## src/design/tmw_pkg.sv

```systemverilog
// Package for the 8-bit waveform timer: register map, field positions, modes.
// Assumes a single system clock; all users reference names as tmw_pkg::name.
package tmw_pkg;

    // ==========================================================
    // Register offsets
    localparam logic [1:0] ADDR_CONTROL = 2'h0;
    localparam logic [1:0] ADDR_COUNT   = 2'h1;
    localparam logic [1:0] ADDR_COMPARE = 2'h2;
    localparam logic [1:0] ADDR_ASYNC   = 2'h3;

    // ==========================================================
    // Field positions
    localparam int BIT_FORCE     = 7;
    localparam int BIT_WGM_HI    = 6;
    localparam int BIT_COM_HI    = 5;
    localparam int BIT_COM_LO    = 4;
    localparam int BIT_WGM_LO    = 3;
    localparam int BIT_CS_HI     = 2;
    localparam int BIT_ASYNC_SEL = 3;

    // ==========================================================
    // Reset values and limits
    localparam logic [7:0] CONTROL_RESET = 8'h00;
    localparam logic [7:0] COUNT_RESET   = 8'h00;
    localparam logic [7:0] COMPARE_RESET = 8'h00;
    localparam logic [7:0] COUNT_MAX     = 8'hFF;
    localparam logic [7:0] COUNT_BOTTOM  = 8'h00;

    // ==========================================================
    // Prescaler taps
    localparam int PRESCALE_W = 10;
    localparam logic [9:0] DIV8_MASK    = 10'h007;
    localparam logic [9:0] DIV32_MASK   = 10'h01F;
    localparam logic [9:0] DIV64_MASK   = 10'h03F;
    localparam logic [9:0] DIV128_MASK  = 10'h07F;
    localparam logic [9:0] DIV256_MASK  = 10'h0FF;
    localparam logic [9:0] DIV1024_MASK = 10'h3FF;

    // ==========================================================
    // Waveform modes
    typedef enum logic [1:0] {
        TMW_NORMAL    = 2'h0,
        TMW_PHASE_PWM = 2'h1,
        TMW_CLEAR_CMP = 2'h2,
        TMW_FAST_PWM  = 2'h3
    } tmw_mode_t;

    // Compare output mode codes.
    localparam logic [1:0] COM_OFF    = 2'h0;
    localparam logic [1:0] COM_TOGGLE = 2'h1;
    localparam logic [1:0] COM_CLEAR  = 2'h2;
    localparam logic [1:0] COM_SET    = 2'h3;

endpackage : tmw_pkg

```

## src/design/tmw_prescaler.sv

```systemverilog
// Prescaler producing the single-cycle timer tick enable.
// Assumes source_tick is a one-cycle enable on clk_sys.
module tmw_prescaler (
    input  wire logic       clk_sys,
    input  wire logic       resetn,
    input  wire logic       source_tick,
    input  wire logic [2:0] clock_select_field,
    output logic            timer_tick_enable
);

    logic [9:0] prescale_r;
    logic [9:0] mask;

    // ==========================================================
    // Free-running divider on the source clock.
    always_ff @(posedge clk_sys or negedge resetn) begin
        if (!resetn) begin
            prescale_r <= 10'h000;
        end else if (source_tick) begin
            prescale_r <= prescale_r + 10'h001;
        end
    end

    // ==========================================================
    // Tap selection.
    always_comb begin
        case (clock_select_field)
            3'h2:    mask = tmw_pkg::DIV8_MASK;
            3'h3:    mask = tmw_pkg::DIV32_MASK;
            3'h4:    mask = tmw_pkg::DIV64_MASK;
            3'h5:    mask = tmw_pkg::DIV128_MASK;
            3'h6:    mask = tmw_pkg::DIV256_MASK;
            3'h7:    mask = tmw_pkg::DIV1024_MASK;
            default: mask = 10'h000;
        endcase
    end

    // Code zero stops the counter; code one passes the source tick.
    assign timer_tick_enable = source_tick && (clock_select_field != 3'h0)
                               && ((prescale_r & mask) == mask);

endmodule : tmw_prescaler

```

## src/design/tmw_timer.sv

```systemverilog
// Top of the 8-bit waveform timer with register port and compare output.
// Assumes synchronous inputs on clk_sys; timer_osc_input is a one-cycle
// enable already synchronised to clk_sys.
//
// Summary of operation
// - Force strobe acts only in non-PWM modes.
// - Force applies compare action immediately.
// - Force sets no flag, clears no counter.
// - Force bit always reads zero.
// - Mode field bits 6,3 select top.
// - Compare buffer update and overflow timing.
// - Nonzero output mode overrides port pin.
// - Non-PWM codes: off, toggle, clear, set.
// - Fast PWM: clear/set on match, opposite bottom.
// - Fast PWM ignores match at top.
// - Phase PWM: up/down match actions.
// - Phase PWM top match acts at top.
// - Clock select picks prescaler tap.
// - Counter register fully readable and writable.
// - Counter write blocks next tick match.
// - Compare register compared continuously.
// - Async select chooses oscillator source.
// - Timer tick is clock enable only.
// - Async mode times from oscillator.
// - Fast PWM counts single slope.
// - Phase PWM dual slope, max once.
module tmw_timer (
    input  wire logic       clk_sys,
    input  wire logic       resetn,
    input  wire logic [1:0] reg_addr,
    input  wire logic [7:0] reg_wdata,
    input  wire logic       reg_write,
    input  wire logic       reg_read,
    output logic      [7:0] reg_rdata,
    input  wire logic       timer_osc_input,
    input  wire logic       flag_clear_overflow,
    input  wire logic       flag_clear_compare,
    output logic            overflow_flag,
    output logic            compare_flag,
    output logic            compare_output_pin,
    output logic            compare_output_enable
);

    logic [7:0]        count_r;
    logic [7:0]        compare_r;
    logic [7:0]        compare_buf_r;
    logic [1:0]        com_r;
    logic [2:0]        cs_r;
    logic              async_sel_r;
    logic              count_down_r;
    logic              block_match_r;
    logic              ocr_pin_r;
    logic              ovf_r;
    logic              cmpf_r;
    logic [7:0]        rdata_r;
    tmw_pkg::tmw_mode_t mode_r;

    logic              tick;
    logic              source_tick;
    logic              pwm_mode;
    logic [7:0]        top;
    logic              match;
    logic              at_top;
    logic              at_bottom;
    logic              ctrl_wr;
    logic              cnt_wr;
    logic              cmp_wr;
    logic              force_cmp;
    logic              ovf_event;
    logic              cmp_event;
    logic [7:0]        count_nxt;
    logic              down_nxt;

    // ==========================================================
    // Decode.
    assign ctrl_wr   = reg_write && (reg_addr == tmw_pkg::ADDR_CONTROL);
    assign cnt_wr    = reg_write && (reg_addr == tmw_pkg::ADDR_COUNT);
    assign cmp_wr    = reg_write && (reg_addr == tmw_pkg::ADDR_COMPARE);
    assign pwm_mode  = (mode_r == tmw_pkg::TMW_PHASE_PWM) || (mode_r == tmw_pkg::TMW_FAST_PWM);
    assign force_cmp = ctrl_wr && reg_wdata[tmw_pkg::BIT_FORCE]
                       && !reg_wdata[tmw_pkg::BIT_WGM_LO];

    // ==========================================================
    // Clock source and prescaler.
    assign source_tick = async_sel_r ? timer_osc_input : 1'b1;

    tmw_prescaler u_prescaler (
        .clk_sys            (clk_sys),
        .resetn             (resetn),
        .source_tick        (source_tick),
        .clock_select_field (cs_r),
        .timer_tick_enable  (tick)
    );

    // ==========================================================
    // Compare and top.
    assign top       = (mode_r == tmw_pkg::TMW_CLEAR_CMP) ? compare_r : tmw_pkg::COUNT_MAX;
    assign match     = (count_r == compare_r) && !block_match_r;
    assign at_top    = (count_r == tmw_pkg::COUNT_MAX);
    assign at_bottom = (count_r == tmw_pkg::COUNT_BOTTOM);

    // ==========================================================
    // Counter sequencing.
    always_comb begin
        count_nxt = count_r;
        down_nxt  = count_down_r;
        case (mode_r)
            tmw_pkg::TMW_CLEAR_CMP: begin
                count_nxt = match ? tmw_pkg::COUNT_BOTTOM : count_r + 8'h01;
                down_nxt  = 1'b0;
            end
            tmw_pkg::TMW_PHASE_PWM: begin
                if (count_down_r) begin
                    count_nxt = count_r - 8'h01;
                    down_nxt  = (count_r != 8'h01);
                end else if (at_top) begin
                    count_nxt = count_r - 8'h01;
                    down_nxt  = 1'b1;
                end else begin
                    count_nxt = count_r + 8'h01;
                end
            end
            default: begin
                count_nxt = count_r + 8'h01;
                down_nxt  = 1'b0;
            end
        endcase
    end

    always_ff @(posedge clk_sys or negedge resetn) begin
        if (!resetn) begin
            count_r      <= tmw_pkg::COUNT_RESET;
            count_down_r <= 1'b0;
        end else if (cnt_wr) begin
            count_r      <= reg_wdata;
        end else if (tick) begin
            count_r      <= count_nxt;
            count_down_r <= down_nxt;
        end
    end

    // Match blocking after a counter write lasts until the next tick.
    always_ff @(posedge clk_sys or negedge resetn) begin
        if (!resetn) begin
            block_match_r <= 1'b0;
        end else if (cnt_wr) begin
            block_match_r <= 1'b1;
        end else if (tick) begin
            block_match_r <= 1'b0;
        end
    end

    // ==========================================================
    // Control and compare registers.
    always_ff @(posedge clk_sys or negedge resetn) begin
        if (!resetn) begin
            mode_r <= tmw_pkg::TMW_NORMAL;
            com_r  <= tmw_pkg::COM_OFF;
            cs_r   <= 3'h0;
        end else if (ctrl_wr) begin
            mode_r <= tmw_pkg::tmw_mode_t'({reg_wdata[tmw_pkg::BIT_WGM_HI],
                                            reg_wdata[tmw_pkg::BIT_WGM_LO]});
            com_r  <= reg_wdata[tmw_pkg::BIT_COM_HI:tmw_pkg::BIT_COM_LO];
            cs_r   <= reg_wdata[tmw_pkg::BIT_CS_HI:0];
        end
    end

    always_ff @(posedge clk_sys or negedge resetn) begin
        if (!resetn) begin
            async_sel_r <= 1'b0;
        end else if (reg_write && (reg_addr == tmw_pkg::ADDR_ASYNC)) begin
            async_sel_r <= reg_wdata[tmw_pkg::BIT_ASYNC_SEL];
        end
    end

    always_ff @(posedge clk_sys or negedge resetn) begin
        if (!resetn) begin
            compare_buf_r <= tmw_pkg::COMPARE_RESET;
        end else if (cmp_wr) begin
            compare_buf_r <= reg_wdata;
        end
    end

    always_ff @(posedge clk_sys or negedge resetn) begin
        if (!resetn) begin
            compare_r <= tmw_pkg::COMPARE_RESET;
        end else if (!pwm_mode) begin
            compare_r <= cmp_wr ? reg_wdata : compare_buf_r;
        end else if (tick && (((mode_r == tmw_pkg::TMW_PHASE_PWM) && at_top && !count_down_r)
                      || ((mode_r == tmw_pkg::TMW_FAST_PWM) && at_top))) begin
            compare_r <= compare_buf_r;
        end
    end

    // ==========================================================
    // Flags: hardware set wins over a clear in the same cycle.
    assign ovf_event = tick && ((mode_r == tmw_pkg::TMW_PHASE_PWM)
                       ? (count_down_r && (count_r == 8'h01)) : at_top);
    assign cmp_event = tick && match;

    always_ff @(posedge clk_sys or negedge resetn) begin
        if (!resetn) begin
            ovf_r <= 1'b0;
        end else if (ovf_event) begin
            ovf_r <= 1'b1;
        end else if (flag_clear_overflow) begin
            ovf_r <= 1'b0;
        end
    end

    always_ff @(posedge clk_sys or negedge resetn) begin
        if (!resetn) begin
            cmpf_r <= 1'b0;
        end else if (cmp_event) begin
            cmpf_r <= 1'b1;
        end else if (flag_clear_compare) begin
            cmpf_r <= 1'b0;
        end
    end

    // ==========================================================
    // Waveform generator.
    always_ff @(posedge clk_sys or negedge resetn) begin
        if (!resetn) begin
            ocr_pin_r <= 1'b0;
        end else if (force_cmp) begin
            case (reg_wdata[tmw_pkg::BIT_COM_HI:tmw_pkg::BIT_COM_LO])
                tmw_pkg::COM_TOGGLE: ocr_pin_r <= !ocr_pin_r;
                tmw_pkg::COM_CLEAR:  ocr_pin_r <= 1'b0;
                tmw_pkg::COM_SET:    ocr_pin_r <= 1'b1;
                default:             ocr_pin_r <= ocr_pin_r;
            endcase
        end else if (tick) begin
            case (mode_r)
                tmw_pkg::TMW_FAST_PWM: begin
                    if (com_r[1] && at_top) begin
                        ocr_pin_r <= !com_r[0];
                    end else if (com_r[1] && match && (compare_r != top)) begin
                        ocr_pin_r <= com_r[0];
                    end
                end
                tmw_pkg::TMW_PHASE_PWM: begin
                    if (com_r[1] && (compare_r == top) && at_top && !count_down_r) begin
                        ocr_pin_r <= !com_r[0];
                    end else if (com_r[1] && match && (compare_r != top)) begin
                        ocr_pin_r <= count_down_r ? !com_r[0] : com_r[0];
                    end
                end
                default: begin
                    if (match) begin
                        case (com_r)
                            tmw_pkg::COM_TOGGLE: ocr_pin_r <= !ocr_pin_r;
                            tmw_pkg::COM_CLEAR:  ocr_pin_r <= 1'b0;
                            tmw_pkg::COM_SET:    ocr_pin_r <= 1'b1;
                            default:             ocr_pin_r <= ocr_pin_r;
                        endcase
                    end
                end
            endcase
        end
    end

    // ==========================================================
    // Read port.
    always_ff @(posedge clk_sys or negedge resetn) begin
        if (!resetn) begin
            rdata_r <= 8'h00;
        end else if (reg_read) begin
            case (reg_addr)
                tmw_pkg::ADDR_CONTROL: rdata_r <= {1'b0, mode_r[1], com_r, mode_r[0], cs_r};
                tmw_pkg::ADDR_COUNT:   rdata_r <= count_r;
                tmw_pkg::ADDR_COMPARE: rdata_r <= compare_buf_r;
                tmw_pkg::ADDR_ASYNC:   rdata_r <= {4'h0, async_sel_r, 3'h0};
                default:               rdata_r <= 8'h00;
            endcase
        end else begin
            rdata_r <= 8'h00;
        end
    end

    assign reg_rdata             = rdata_r;
    assign overflow_flag         = ovf_r;
    assign compare_flag          = cmpf_r;
    assign compare_output_pin    = ocr_pin_r;
    assign compare_output_enable = (com_r != tmw_pkg::COM_OFF);

endmodule : tmw_timer

```

## config.mk

```make
export PLATFORM = sky130hd
export DESIGN_NAME = tmw_timer
export DESIGN_NICKNAME = d
export VERILOG_FILES = /design/src/design/tmw_pkg.sv /design/src/design/tmw_prescaler.sv /design/src/design/tmw_timer.sv
export SDC_FILE = /design/constraint.sdc
export NUM_CORES = 1
export LEC_CHECK = 0
export ABC_AREA = 1
export BUFFER_PORTS_ARGS = -buffer_cell sky130_fd_sc_hd__buf_2
export CAP_MARGIN = 10
export CORE_MARGIN = 2
export CORE_UTILIZATION = 60
export CTS_BUF_LIST = sky130_fd_sc_hd__clkbuf_16
export DETAILED_ROUTE_END_ITERATION = 8
export PLACE_DENSITY_LB_ADDON = 0.2
export SYNTH_ARGS = -nofsm -noshare
export SYNTH_HDL_FRONTEND = slang
export SYNTH_SLANG_ARGS = --single-unit
```

## constraint.sdc

```tcl
create_clock -name clk_sys -period 5.1 [get_ports clk_sys]
set_clock_uncertainty 0.05 [all_clocks]
set_input_delay 0.765 -clock clk_sys [delete_from_list [all_inputs] [get_ports clk_sys]]
set_output_delay 0.765 -clock clk_sys [all_outputs]
set_load 0.01 [all_outputs]
```

==> out/results.md, run 1 <==
* number of clock sinks seen by CTS: 55
* required time of the critical path: 5.23 ns
* Synth Area in XOR/XNOR: 4.93%
* outcome: complete, no violations
* clock buffer count from CTS: 5
* Setup crit end kind: flop
* worst-case clock buffer depth: 2
* class of the tightest hold or removal check: reg2reg
* layout filler cell count: 461
* master cell of the clock root buffer: sky130_fd_sc_hd__clkbuf_16
* synthesized-area fraction occupied by adder cells: 3.71%
* max-cap viol count: 0
* dominant register cell in the synthesized netlist: sky130_fd_sc_hd__dfrtp_1
* core area: 5470 um^2
* cell type with the largest total area after synthesis: sky130_fd_sc_hd__dfrtp_1
* number of vias after detailed routing: 3092
* CP max FO: 15
* count of pins over their slew limit: 0
* Multi-input gate area: 1690 um^2
* top area cells in the synthesized netlist: sky130_fd_sc_hd__dfrtp_1, sky130_fd_sc_hd__nand2_1, sky130_fd_sc_hd__inv_1
* # rows: 27
* P_leak: 1.97 nW
* final critical path time including I/O delays and setup: 2.25 ns
* number of distinct library cells after synthesis: 36
* final setup TNS: 0 ns
* net count of the finished layout: 499
* area growth from synthesis to layout: 9.86%
* initial DRC count: 350
* register area: 1380 um^2
* Routed Antenna Nets: 0
* number of standard cells after synthesis: 445
* global-route wire length before repair: 13900 um
* Pwr Density: 467 nW/um^2
* Final Util: 67.8%
* HPWL after detailed placement: 6230 um
* CTS Hold Buffers Added: 0
* ports placed on the boundary: 29
* number of detailed-routing iterations run before antenna repair: 5
* synthesized netlist net count: 472
* count of endpoints failing hold in the final timing report: 0
* Yosys top cell area share: 40.8%
* wire length after detailed routing: 8270 um
* starting density of the core: 61.7%
* via count of the first global-routing pass: 2883
* number of H-tree levels: 2
* critical path data arrival time: 2.38 ns
* critical path start-end classification: reg2reg
* Die X-Extent: 79.0 um
* clock transition at the registers of the reported paths: 0.07 ns
* most common library cell in the layout ignoring fill and taps: sky130_fd_sc_hd__nand2_1
* synthesized area divided by synthesized cell count: 7.59 um^2
* diode insertion count for antenna repair: 0
* ratio of routed vias to standard cells: 5.67
* Worst-Margin Slew: 0.727 ns
* maximum vdd ir drop: 0.000216 V
* DRC violations left: 0
* Buffers on Ports: 28
* maximum clock frequency: 445 MHz
* number of flops mapped to enable cells by yosys: 0
* die footprint: 6240 um^2
* source-to-sink clock delay at the later pin of the worst-skew pair: 0.29 ns
* global-route congestion overflow total: 0
* Global Route Usage Sum: 28.9%
* initial antenna violation count: 0
* most used cells in the layout excluding fill and tap cells: sky130_fd_sc_hd__nand2_1, sky130_fd_sc_hd__inv_1, sky130_fd_sc_hd__dfrtp_1
* multiplexer fraction of the synthesized cell area: 0.333%
* maximum number of pins on one net before global-route repair: 56
* number of buffers inserted by post-CTS setup repair: 0
* part of the Yosys area used for sequential elements: 40.8%
* Wirelength per Cell: 15.2 um
* fraction of final layout cells sized beyond drive strength 1: 15.0%
* clock tree from TritonCTS: done
* flop and latch count out of synthesis: 55
* endpoints failing setup: 0
* RD Place Congestion: 0.919
* Startpoint Class: flop
* fraction of the mapped netlist area in compound gates: 11.0%
* RSZ-0062 raised after global routing: false
* proportion of synthesized flip-flops having asynchronous set or reset: 100%
* worst slew slack as a fraction of its limit: 51.3%
* Synth Cell Area: 3380 um^2
* Final Cycle Share: 44.1%
* die outline height: 79.0 um
* worst setup slack for register-to-register paths: 2.85 ns
* number of synthesis warnings: 0
* basic-gate share of the synthesized area counting and, or, nand and nor cells: 30.1%
* number of resized instances in the post-cts repair step: 0
* largest family of logic cells by synthesized area: simple AND/OR/NAND/NOR gates
-- synth_stat cells, drive strengths merged, types with 4 or more instances --
cell type,number
buf,7
nand3,37
dfrtp,55
a211oi,4
xor2,16
a21oi,6
nand4,11
inv,69
ha,10
nor3,4
a221oi,5
o22ai,10
o21ai,36
nor2,35
nand2,129
-- per-layer routing --
| layer | share of wire [%] | vias to the layer above | track usage [%] |
|---|---|---|---|
| li1 | - | 1484 | - |
| met1 | 44 | 1449 | 40.9 |
| met2 | 45 | 133 | 45.1 |
| met3 | 7.9 | 26 | 3.75 |
| met4 | 3.1 | 0 | 11.7 |
| met5 | 0 | - | 0 |
-- critical path, stage by stage, from the launching register on --
cell                      delay (ns)
sky130_fd_sc_hd__dfrtp_1        0.39
sky130_fd_sc_hd__inv_1          0.09
sky130_fd_sc_hd__ha_1           0.28
sky130_fd_sc_hd__nor2_1         0.59
sky130_fd_sc_hd__inv_1          0.41
sky130_fd_sc_hd__nand2_1        0.14
sky130_fd_sc_hd__nand2_1        0.06
sky130_fd_sc_hd__nand2_1        0.06
sky130_fd_sc_hd__o21ai_0        0.07
-- area by class of cell --
cell class              count  share of cell area, %
clock inverters             3                  0.506
multi-input cells         311                   45.5
flip-flops and latches     55                   37.1
well taps                  72                   2.43
repair buffers             29                   3.98
inverters                  70                   7.08
clock buffers               5                   3.37
-- per-stage QoR --
stage | area, um^2 | hold slack [ns] | worst slack (ns) | total power, mW | std cells
2_1_floorplan | 3380 | 0.393 | 3.29 | 1.21 | 445
3_3_place_gp | 3570 | 0.427 | 2.86 | 1.35 | 537
3_5_place_dp | 3570 | 0.419 | 2.77 | 1.38 | 537
4_1_cts | 3710 | 0.440 | 2.91 | 1.72 | 545
5_1_grt | 3710 | 0.464 | 2.67 | 1.87 | 545
6_report | 3710 | 0.436 | 2.85 | 1.73 | 545
-- cells by family after synthesis --
| kind of cell | after synthesis |
|---|---|
| muxes | 1 |
| adders and majority gates | 10 |
| xor gates and xnor gates | 19 |
| and+or+nand+nor | 218 |
| AOI/OAI and AO/OA | 63 |
| buffers and inverters | 79 |
| DFF | 55 |
-- registers in the layout, summed over array words and instances, names as in the netlist --
signal                  cells
u_prescaler.prescale_r     10
compare_buf_r               8
compare_r                   8
count_r                     8
reg_rdata                   8
cs_r                        3
com_r                       2
mode_r                      2
async_sel_r                 1
block_match_r               1
compare_flag                1
compare_output_pin          1
count_down_r                1
overflow_flag               1
-- where the power goes --
part           switching (mW)  internal, mW
clock network           0.160         0.182
registers               0.163         0.558
logic                   0.424         0.245
-- worst paths after layout --
| kind | endpoint | from | depth (start not counted) |
|---|---|---|---|
| max in group asynchronous | compare_r[3]$_DFFE_PN0P_ | resetn | 2 |
| min in group asynchronous | u_prescaler.prescale_r[4]$_DFFE_PN0P_ | resetn | 2 |
| worst min register to register | u_prescaler.prescale_r[9]$_DFFE_PN0P_ | u_prescaler.prescale_r[9]$_DFFE_PN0P_ | 1 |
| worst min-delay path | u_prescaler.prescale_r[9]$_DFFE_PN0P_ | u_prescaler.prescale_r[9]$_DFFE_PN0P_ | 1 |
| worst max register to register | compare_r[5]$_DFFE_PN0P_ | mode_r[1]$_DFFE_PN0N_ | 8 |
| worst max-delay path | compare_r[5]$_DFFE_PN0P_ | mode_r[1]$_DFFE_PN0N_ | 8 |
(Power assumes the default switching activity.)
==> run 2, diff against run 1 <==
Settings changed: CORE_UTILIZATION 60 to 54.
Clock period 5.1 ns to 2 ns, I/O delays scaled along.
==> run 2 against run 1 <==
  * Via count is 0.91% lower
  * Global-route usage is 3.7 points lower
  * Routed wire length is 0.85% higher
  * Fmax is 22% higher
  * Largest power group is now combinational logic
  * Non-clock buffer count is 11 higher
  * Hold slack worse by 0.29 ns
==> out/results.md, run 2 (same netlist as run 1, synthesis figures left out) <==
* fraction of final layout cells sized beyond drive strength 1: 16.9%, +1.9 points
* source-to-sink clock delay at the later pin of the worst-skew pair: 0.30 ns, about the same
* Setup crit end kind: flop
* startpoint of the lowest-slack register-to-register path: mode_r[1]$_DFFE_PN0N_
* number of clock sinks seen by CTS: 55, unchanged
* number of buffers inserted by post-CTS setup repair: 0, unchanged
* Final Hold Slack: 0.148 ns, -0.288 ns
* initial DRC count: 349, -0.29%
* endpoints failing setup: 0, unchanged
* placement-stage cell area: 3640 um^2, +2.2%
* area growth from synthesis to layout: 12.6%
* final critical path time including I/O delays and setup: 1.85 ns, -0.402 ns
* RD Place Congestion: 1.00, +9.3%
* worst reg-to-reg path cell count: 9, +1
* number of detailed-routing iterations run before antenna repair: 5, unchanged
* critical path start-end classification: reg2reg
* max-cap viol count: 0, unchanged
* required time of the critical path: 2.12 ns, -3.11 ns
* layout filler cell count: 537, +16%
* register area: 1380 um^2, about the same
* diode insertion count for antenna repair: 0, unchanged
* Startpoint Class: flop
* RSZ-0062 raised after global routing: false
* worst hold path cell count: 2, +1
* die footprint: 6900 um^2, +11%
* net count of the finished layout: 510, +2.2%
* Crit. Startpoint: mode_r[1]$_DFFE_PN0N_
* most common library cell in the layout ignoring fill and taps: sky130_fd_sc_hd__nand2_1
* clock buffer count from CTS: 5, unchanged
* Multi-input gate area: 1690 um^2, unchanged
* clock tree from TritonCTS: done
* DRC violations left: 0, unchanged
* HPWL after detailed placement: 6450 um, +3.5%
* die outline height: 83.1 um, +5.1%
* initial antenna violation count: 0, unchanged
* count of endpoints failing hold in the final timing report: 0, unchanged
* master cell of the clock root buffer: sky130_fd_sc_hd__clkbuf_16
* outcome: complete, no violations
* wire length after detailed routing: 8340 um, +0.85%
* worst slew slack as a fraction of its limit: 70.8%, +19 points
* global-route congestion overflow total: 0, unchanged
* maximum vdd ir drop: 0.000696 V, +220%
* critical path data arrival time: 1.97 ns, -0.41 ns
* final setup TNS: 0 ns, unchanged
* P_leak: 2.02 nW, +2.7%
* Wirelength per Cell: 14.9 um, -1.7%
* core area: 5990 um^2, +9.5%
* maximum clock frequency: 541 MHz, +22%
* ratio of routed vias to standard cells: 5.48, -3.4%
* max reg flops: 10, unchanged
* via count of the first global-routing pass: 2851, -1.1%
* startpoint of the lowest-slack hold path: flag_clear_compare
* global-route wire length before repair: 13800 um, -0.70%
* Final Cycle Share: 92.3%, +48 points
* number of H-tree levels: 2, unchanged
* # rows: 28, +3.7%
* ports placed on the boundary: 29, unchanged
* final cell area excluding filler cells: 3800 um^2, +2.5%
* maximum number of pins on one net before global-route repair: 21, -63%
* clock transition at the registers of the reported paths: 0.07 ns, about the same
* Routed Antenna Nets: 0, unchanged
* Global Route Usage Sum: 25.2%, -3.7 points
* count of pins over their slew limit: 0, unchanged
* worst-case clock buffer depth: 2, unchanged
* most used cells in the layout excluding fill and tap cells: sky130_fd_sc_hd__nand2_1, sky130_fd_sc_hd__inv_1, sky130_fd_sc_hd__dfrtp_1
* number of vias after detailed routing: 3064, -0.91%
* Die X-Extent: 83.1 um, +5.1%
* class of the tightest hold or removal check: in2reg
* starting density of the core: 56.4%, -5.3 points
* register containing the most flip-flops in the final layout: u_prescaler.prescale_r
* CP max FO: 15, unchanged
* Worst-Margin Slew: 0.437 ns, -0.290 ns
* Pwr Density: 1180 nW/um^2, +150%
* Buffers on Ports: 28, unchanged
-- run 2: changes by cell type in the layout (fill, tap and decap cells not counted), sizes merged --
cell         change
buf             +10
clkinv           -1
dlygate4sd3      +1
inv              +1
-- run 2: report_power, final --
| group | total, mW | leakage, nW | switching, mW | internal, mW |
|---|---|---|---|---|
| Combinational | 1.86 | 1.25 | 1.17 | 0.695 |
| Sequential | 1.75 | 0.693 | 0.329 | 1.43 |
| Clock | 0.886 | 0.0746 | 0.414 | 0.472 |
-- run 2: layer usage --
layer | track usage (%) | routed length, um
met5 | 0 | 0
met4 | 7.60 | 219
met3 | 5.17 | 675
met2 | 39.7 | 3760
met1 | 35.1 | 3680
-- run 2: timing repair --
item                                   CTS  global route
hold buffers                             1             0
setup endpoints to repair                0             2
resized for setup                        0             1
endpoints found under the hold margin   18             0
-- run 2: metrics by stage --
| stage | std cells | worst slack [ns] | utilization (%) | total power, mW |
|---|---|---|---|---|
| 6_report | 559 | 0.153 | 63.5 | 4.50 |
| 4_1_cts | 559 | 0.178 | 63.5 | 4.49 |
| 3_3_place_gp | 550 | 0.199 | 60.8 | 3.56 |
| 2_1_floorplan | 445 | 0.419 | - | 3.07 |
| 3_5_place_dp | 550 | 0.208 | 60.8 | 3.59 |
| 5_1_grt | 559 | 0.00191 | 63.5 | 4.85 |
-- run 2: worst max-delay path, cell delays in order, from the launching register on --
cell,delay [ns]
sky130_fd_sc_hd__dfrtp_1,0.38
sky130_fd_sc_hd__inv_1,0.08
sky130_fd_sc_hd__ha_1,0.19
sky130_fd_sc_hd__buf_4,0.16
sky130_fd_sc_hd__nor2_1,0.24
sky130_fd_sc_hd__inv_1,0.29
sky130_fd_sc_hd__nand2_1,0.12
sky130_fd_sc_hd__nand2_1,0.07
sky130_fd_sc_hd__nand2_1,0.06
sky130_fd_sc_hd__o21ai_0,0.08
-- run 2: final cells by class --
| type | instances | share of cell area [%] |
|---|---|---|
| Timing Repair Buffer | 40 | 6.12 |
| Sequential cell | 55 | 36.2 |
| Tap cell | 75 | 2.47 |
| Clock inverter | 3 | 0.592 |
| Inverter | 70 | 6.91 |
| Clock buffer | 5 | 3.29 |
| Multi-Input combinational cell | 311 | 44.4 |
-- run 2: worst paths after layout --
| kind | end | slack [ns] |
|---|---|---|
| worst max-delay path | compare_r[4]$_DFFE_PN0P_ | 0.15 |
| worst min-delay path | compare_flag$_DFFE_PN0P_ | 0.15 |
| worst max register to register | compare_r[4]$_DFFE_PN0P_ | 0.15 |
| worst min register to register | u_prescaler.prescale_r[9]$_DFFE_PN0P_ | 0.44 |
| max in group asynchronous | compare_buf_r[6]$_DFF_PN0_ | 0.86 |
| min in group asynchronous | u_prescaler.prescale_r[7]$_DFFE_PN0P_ | 0.42 |
==> run 3, diff against run 2 <==
Settings changed: CELL_PAD_IN_SITES_DETAIL_PLACEMENT set to 0, CELL_PAD_IN_SITES_GLOBAL_PLACEMENT set to 1, CORE_UTILIZATION 54 to 40.
==> run 3 against run 2 <==
  * Via count decreased by 0.33%
  * Clock-buffer cell count unchanged
  * Die area increased by 33%
  * Routed wire length increased by 9.8%
  * Clock power increased by 6.9%
  * Sequential share of layout area decreased by 0.74 points
  * Highest routed layer unchanged
==> out/results.md, run 3 (same netlist as run 1, synthesis figures left out) <==
* outcome: complete, no violations
* RSZ-0062 raised after global routing: false
* area growth from synthesis to layout: 15.0%
* crit path buf inv count: 1, -2
* count of pins over their slew limit: 0, unchanged
* Die X-Extent: 95.9 um, +15%
* Final Hold Slack: 0.145 ns, -0.00284 ns
* via count of the first global-routing pass: 2891, +1.4%
* critical path data arrival time: 1.99 ns, +0.02 ns
* global-route congestion overflow total: 0, unchanged
* most used cell along the critical path: sky130_fd_sc_hd__nand2_1
* Startpoint Class: flop
* final total power: 4.58 mW, +1.8%
* Layout Cells excl Fill: 593, +6.1%
* class of the tightest hold or removal check: in2reg
* slack of the critical path: 0.198 ns, +0.0450 ns
* Worst-Margin Slew: 0.433 ns, -0.00414 ns
* Pwr Density: 1180 nW/um^2, -0.29%
* most used cells in the layout excluding fill and tap cells: sky130_fd_sc_hd__nand2_1, sky130_fd_sc_hd__inv_1, sky130_fd_sc_hd__dfrtp_1
* number of clock sinks seen by CTS: 55, unchanged
* critical path start-end classification: reg2reg
* clock buffer count from CTS: 5, unchanged
* fraction of final layout cells sized beyond drive strength 1: 17.6%, +0.68 points
* Wirelength per Cell: 15.4 um, +3.5%
* placement-stage cell area: 3710 um^2, +1.9%
* layout filler cell count: 814, +52%
* Final Util: 47.3%, -16 points
* initial antenna violation count: 0, unchanged
* max-cap viol count: 0, unchanged
* Buffers on Ports: 28, unchanged
* endpoints failing setup: 0, unchanged
* HPWL after detailed placement: 7160 um, +11%
* source-to-sink clock delay at the later pin of the worst-skew pair: 0.30 ns, about the same
* placement-stage worst setup slack: 0.206 ns, -0.00233 ns
* max reg flops: 10, unchanged
* Setup crit end kind: flop
* final setup TNS: 0 ns, unchanged
* most common library cell in the layout ignoring fill and taps: sky130_fd_sc_hd__nand2_1
* RD Place Congestion: 0.883, -12%
* number of detailed-routing iterations run before antenna repair: 5, unchanged
* starting density of the core: 41.1%, -15 points
* count of endpoints failing hold in the final timing report: 0, unchanged
* # rows: 33, +18%
* P_leak: 2.04 nW, +1.1%
* ports placed on the boundary: 29, unchanged
* Routed Antenna Nets: 0, unchanged
* die outline height: 95.9 um, +15%
* ratio of routed vias to standard cells: 5.15, -6.0%
* die footprint: 9190 um^2, +33%
* family of cells with the greatest summed delay on the critical path: simple AND/OR/NAND/NOR gates
* initial DRC count: 123, -65%
* final cell area excluding filler cells: 3880 um^2, +2.1%
* worst-case clock buffer depth: 2, unchanged
* Cell Chain, Critical Path: ha_1 > nand2_1 > nor2_4 > nand2_4 > nand2_1 > nand3_1 > inv_2 > nand3_1 > nand2_1 > nand2_1 > nand2_1
* required time of the critical path: 2.19 ns, +0.07 ns
* CP max FO: 8, -7
* CP max-delay cell: sky130_fd_sc_hd__dfrtp_1
* diode insertion count for antenna repair: 0, unchanged
* Global Route Usage Sum: 22.1%, -3.1 points
* final critical path time including I/O delays and setup: 1.80 ns, -0.0450 ns
* Critical Path Max Stage Delay: 0.46 ns, +0.08 ns
* master cell of the clock root buffer: sky130_fd_sc_hd__clkbuf_16
* maximum clock frequency: 555 MHz, +2.5%
* number of H-tree levels: 2, unchanged
* maximum vdd ir drop: 0.000411 V, -41%
* clock tree from TritonCTS: done
* maximum number of pins on one net before global-route repair: 29, +38%
* placed insts: 584, +6.2%
* core area: 8220 um^2, +37%
* clock transition at the registers of the reported paths: 0.08 ns, about the same
* global-route wire length before repair: 15200 um, +10%
* net count of the finished layout: 514, +0.78%
* DRC violations left: 0, unchanged
* register containing the most flip-flops in the final layout: u_prescaler.prescale_r
* worst slew slack as a fraction of its limit: 71.1%, +0.24 points
* wire length after detailed routing: 9160 um, +9.8%
* Final Cycle Share: 90.1%, -2.3 points
* number of vias after detailed routing: 3054, -0.33%
-- run 3: worst register-to-register path: stages (launching register included) --
cell and delay (ns):
sky130_fd_sc_hd__dfrtp_1 0.46, sky130_fd_sc_hd__ha_1 0.23, sky130_fd_sc_hd__nand2_1 0.10, sky130_fd_sc_hd__nor2_4 0.18
sky130_fd_sc_hd__nand2_4 0.12, sky130_fd_sc_hd__nand2_1 0.10, sky130_fd_sc_hd__nand3_1 0.08, sky130_fd_sc_hd__inv_2 0.14
sky130_fd_sc_hd__nand3_1 0.10, sky130_fd_sc_hd__nand2_1 0.08, sky130_fd_sc_hd__nand2_1 0.05, sky130_fd_sc_hd__nand2_1 0.06
-- run 3: final timing paths --
check                                                      start                                     to  slack [ns]  depth (start not counted)
max                                       count_r[0]$_DFFE_PN0P_                 count_r[4]$_DFFE_PN0P_        0.20                         11
min                                          flag_clear_overflow              overflow_flag$_DFFE_PN0P_        0.15                          2
max reg2reg                               count_r[0]$_DFFE_PN0P_                 count_r[4]$_DFFE_PN0P_        0.20                         11
min reg2reg                u_prescaler.prescale_r[9]$_DFFE_PN0P_  u_prescaler.prescale_r[9]$_DFFE_PN0P_        0.43                          1
max in group asynchronous                                 resetn                 count_r[5]$_DFFE_PN0P_        1.08                          3
min in group asynchronous                                 resetn                 reg_rdata[3]$_DFF_PN0_        0.48                          3
-- run 3: power breakdown --
part | internal [mW] | total, mW | switching, mW
Combinational | 0.701 | 1.84 | 1.14
Sequential | 1.42 | 1.80 | 0.372
Clock | 0.484 | 0.947 | 0.463
Total | 2.61 | 4.58 | 1.97
-- run 3: cell type report --
cell class	count	area [um^2]	share of cell area (%)
multi-input combinational	311	1690	43.5
inverter	70	263	6.77
clock inverter	3	33.8	0.870
tap	105	131	3.38
clock buffer	5	125	3.22
timing repair buffer	44	263	6.77
sequential	55	1380	35.5
-- run 3: what timing repair did --
item | CTS | global route
endpoints found under the hold margin | 55 | 0
hold buffers | 1 | 0
gates resized for setup | 0 | 1
buffers inserted | 0 | 0
endpoints found under the setup margin | 0 | 4
-- run 3: layer usage --
metal,track usage (%),share of wire (%)
met1,31.4,47
met3,2.98,4.9
met4,6.90,2.0
met5,0,0
met2,34.8,46
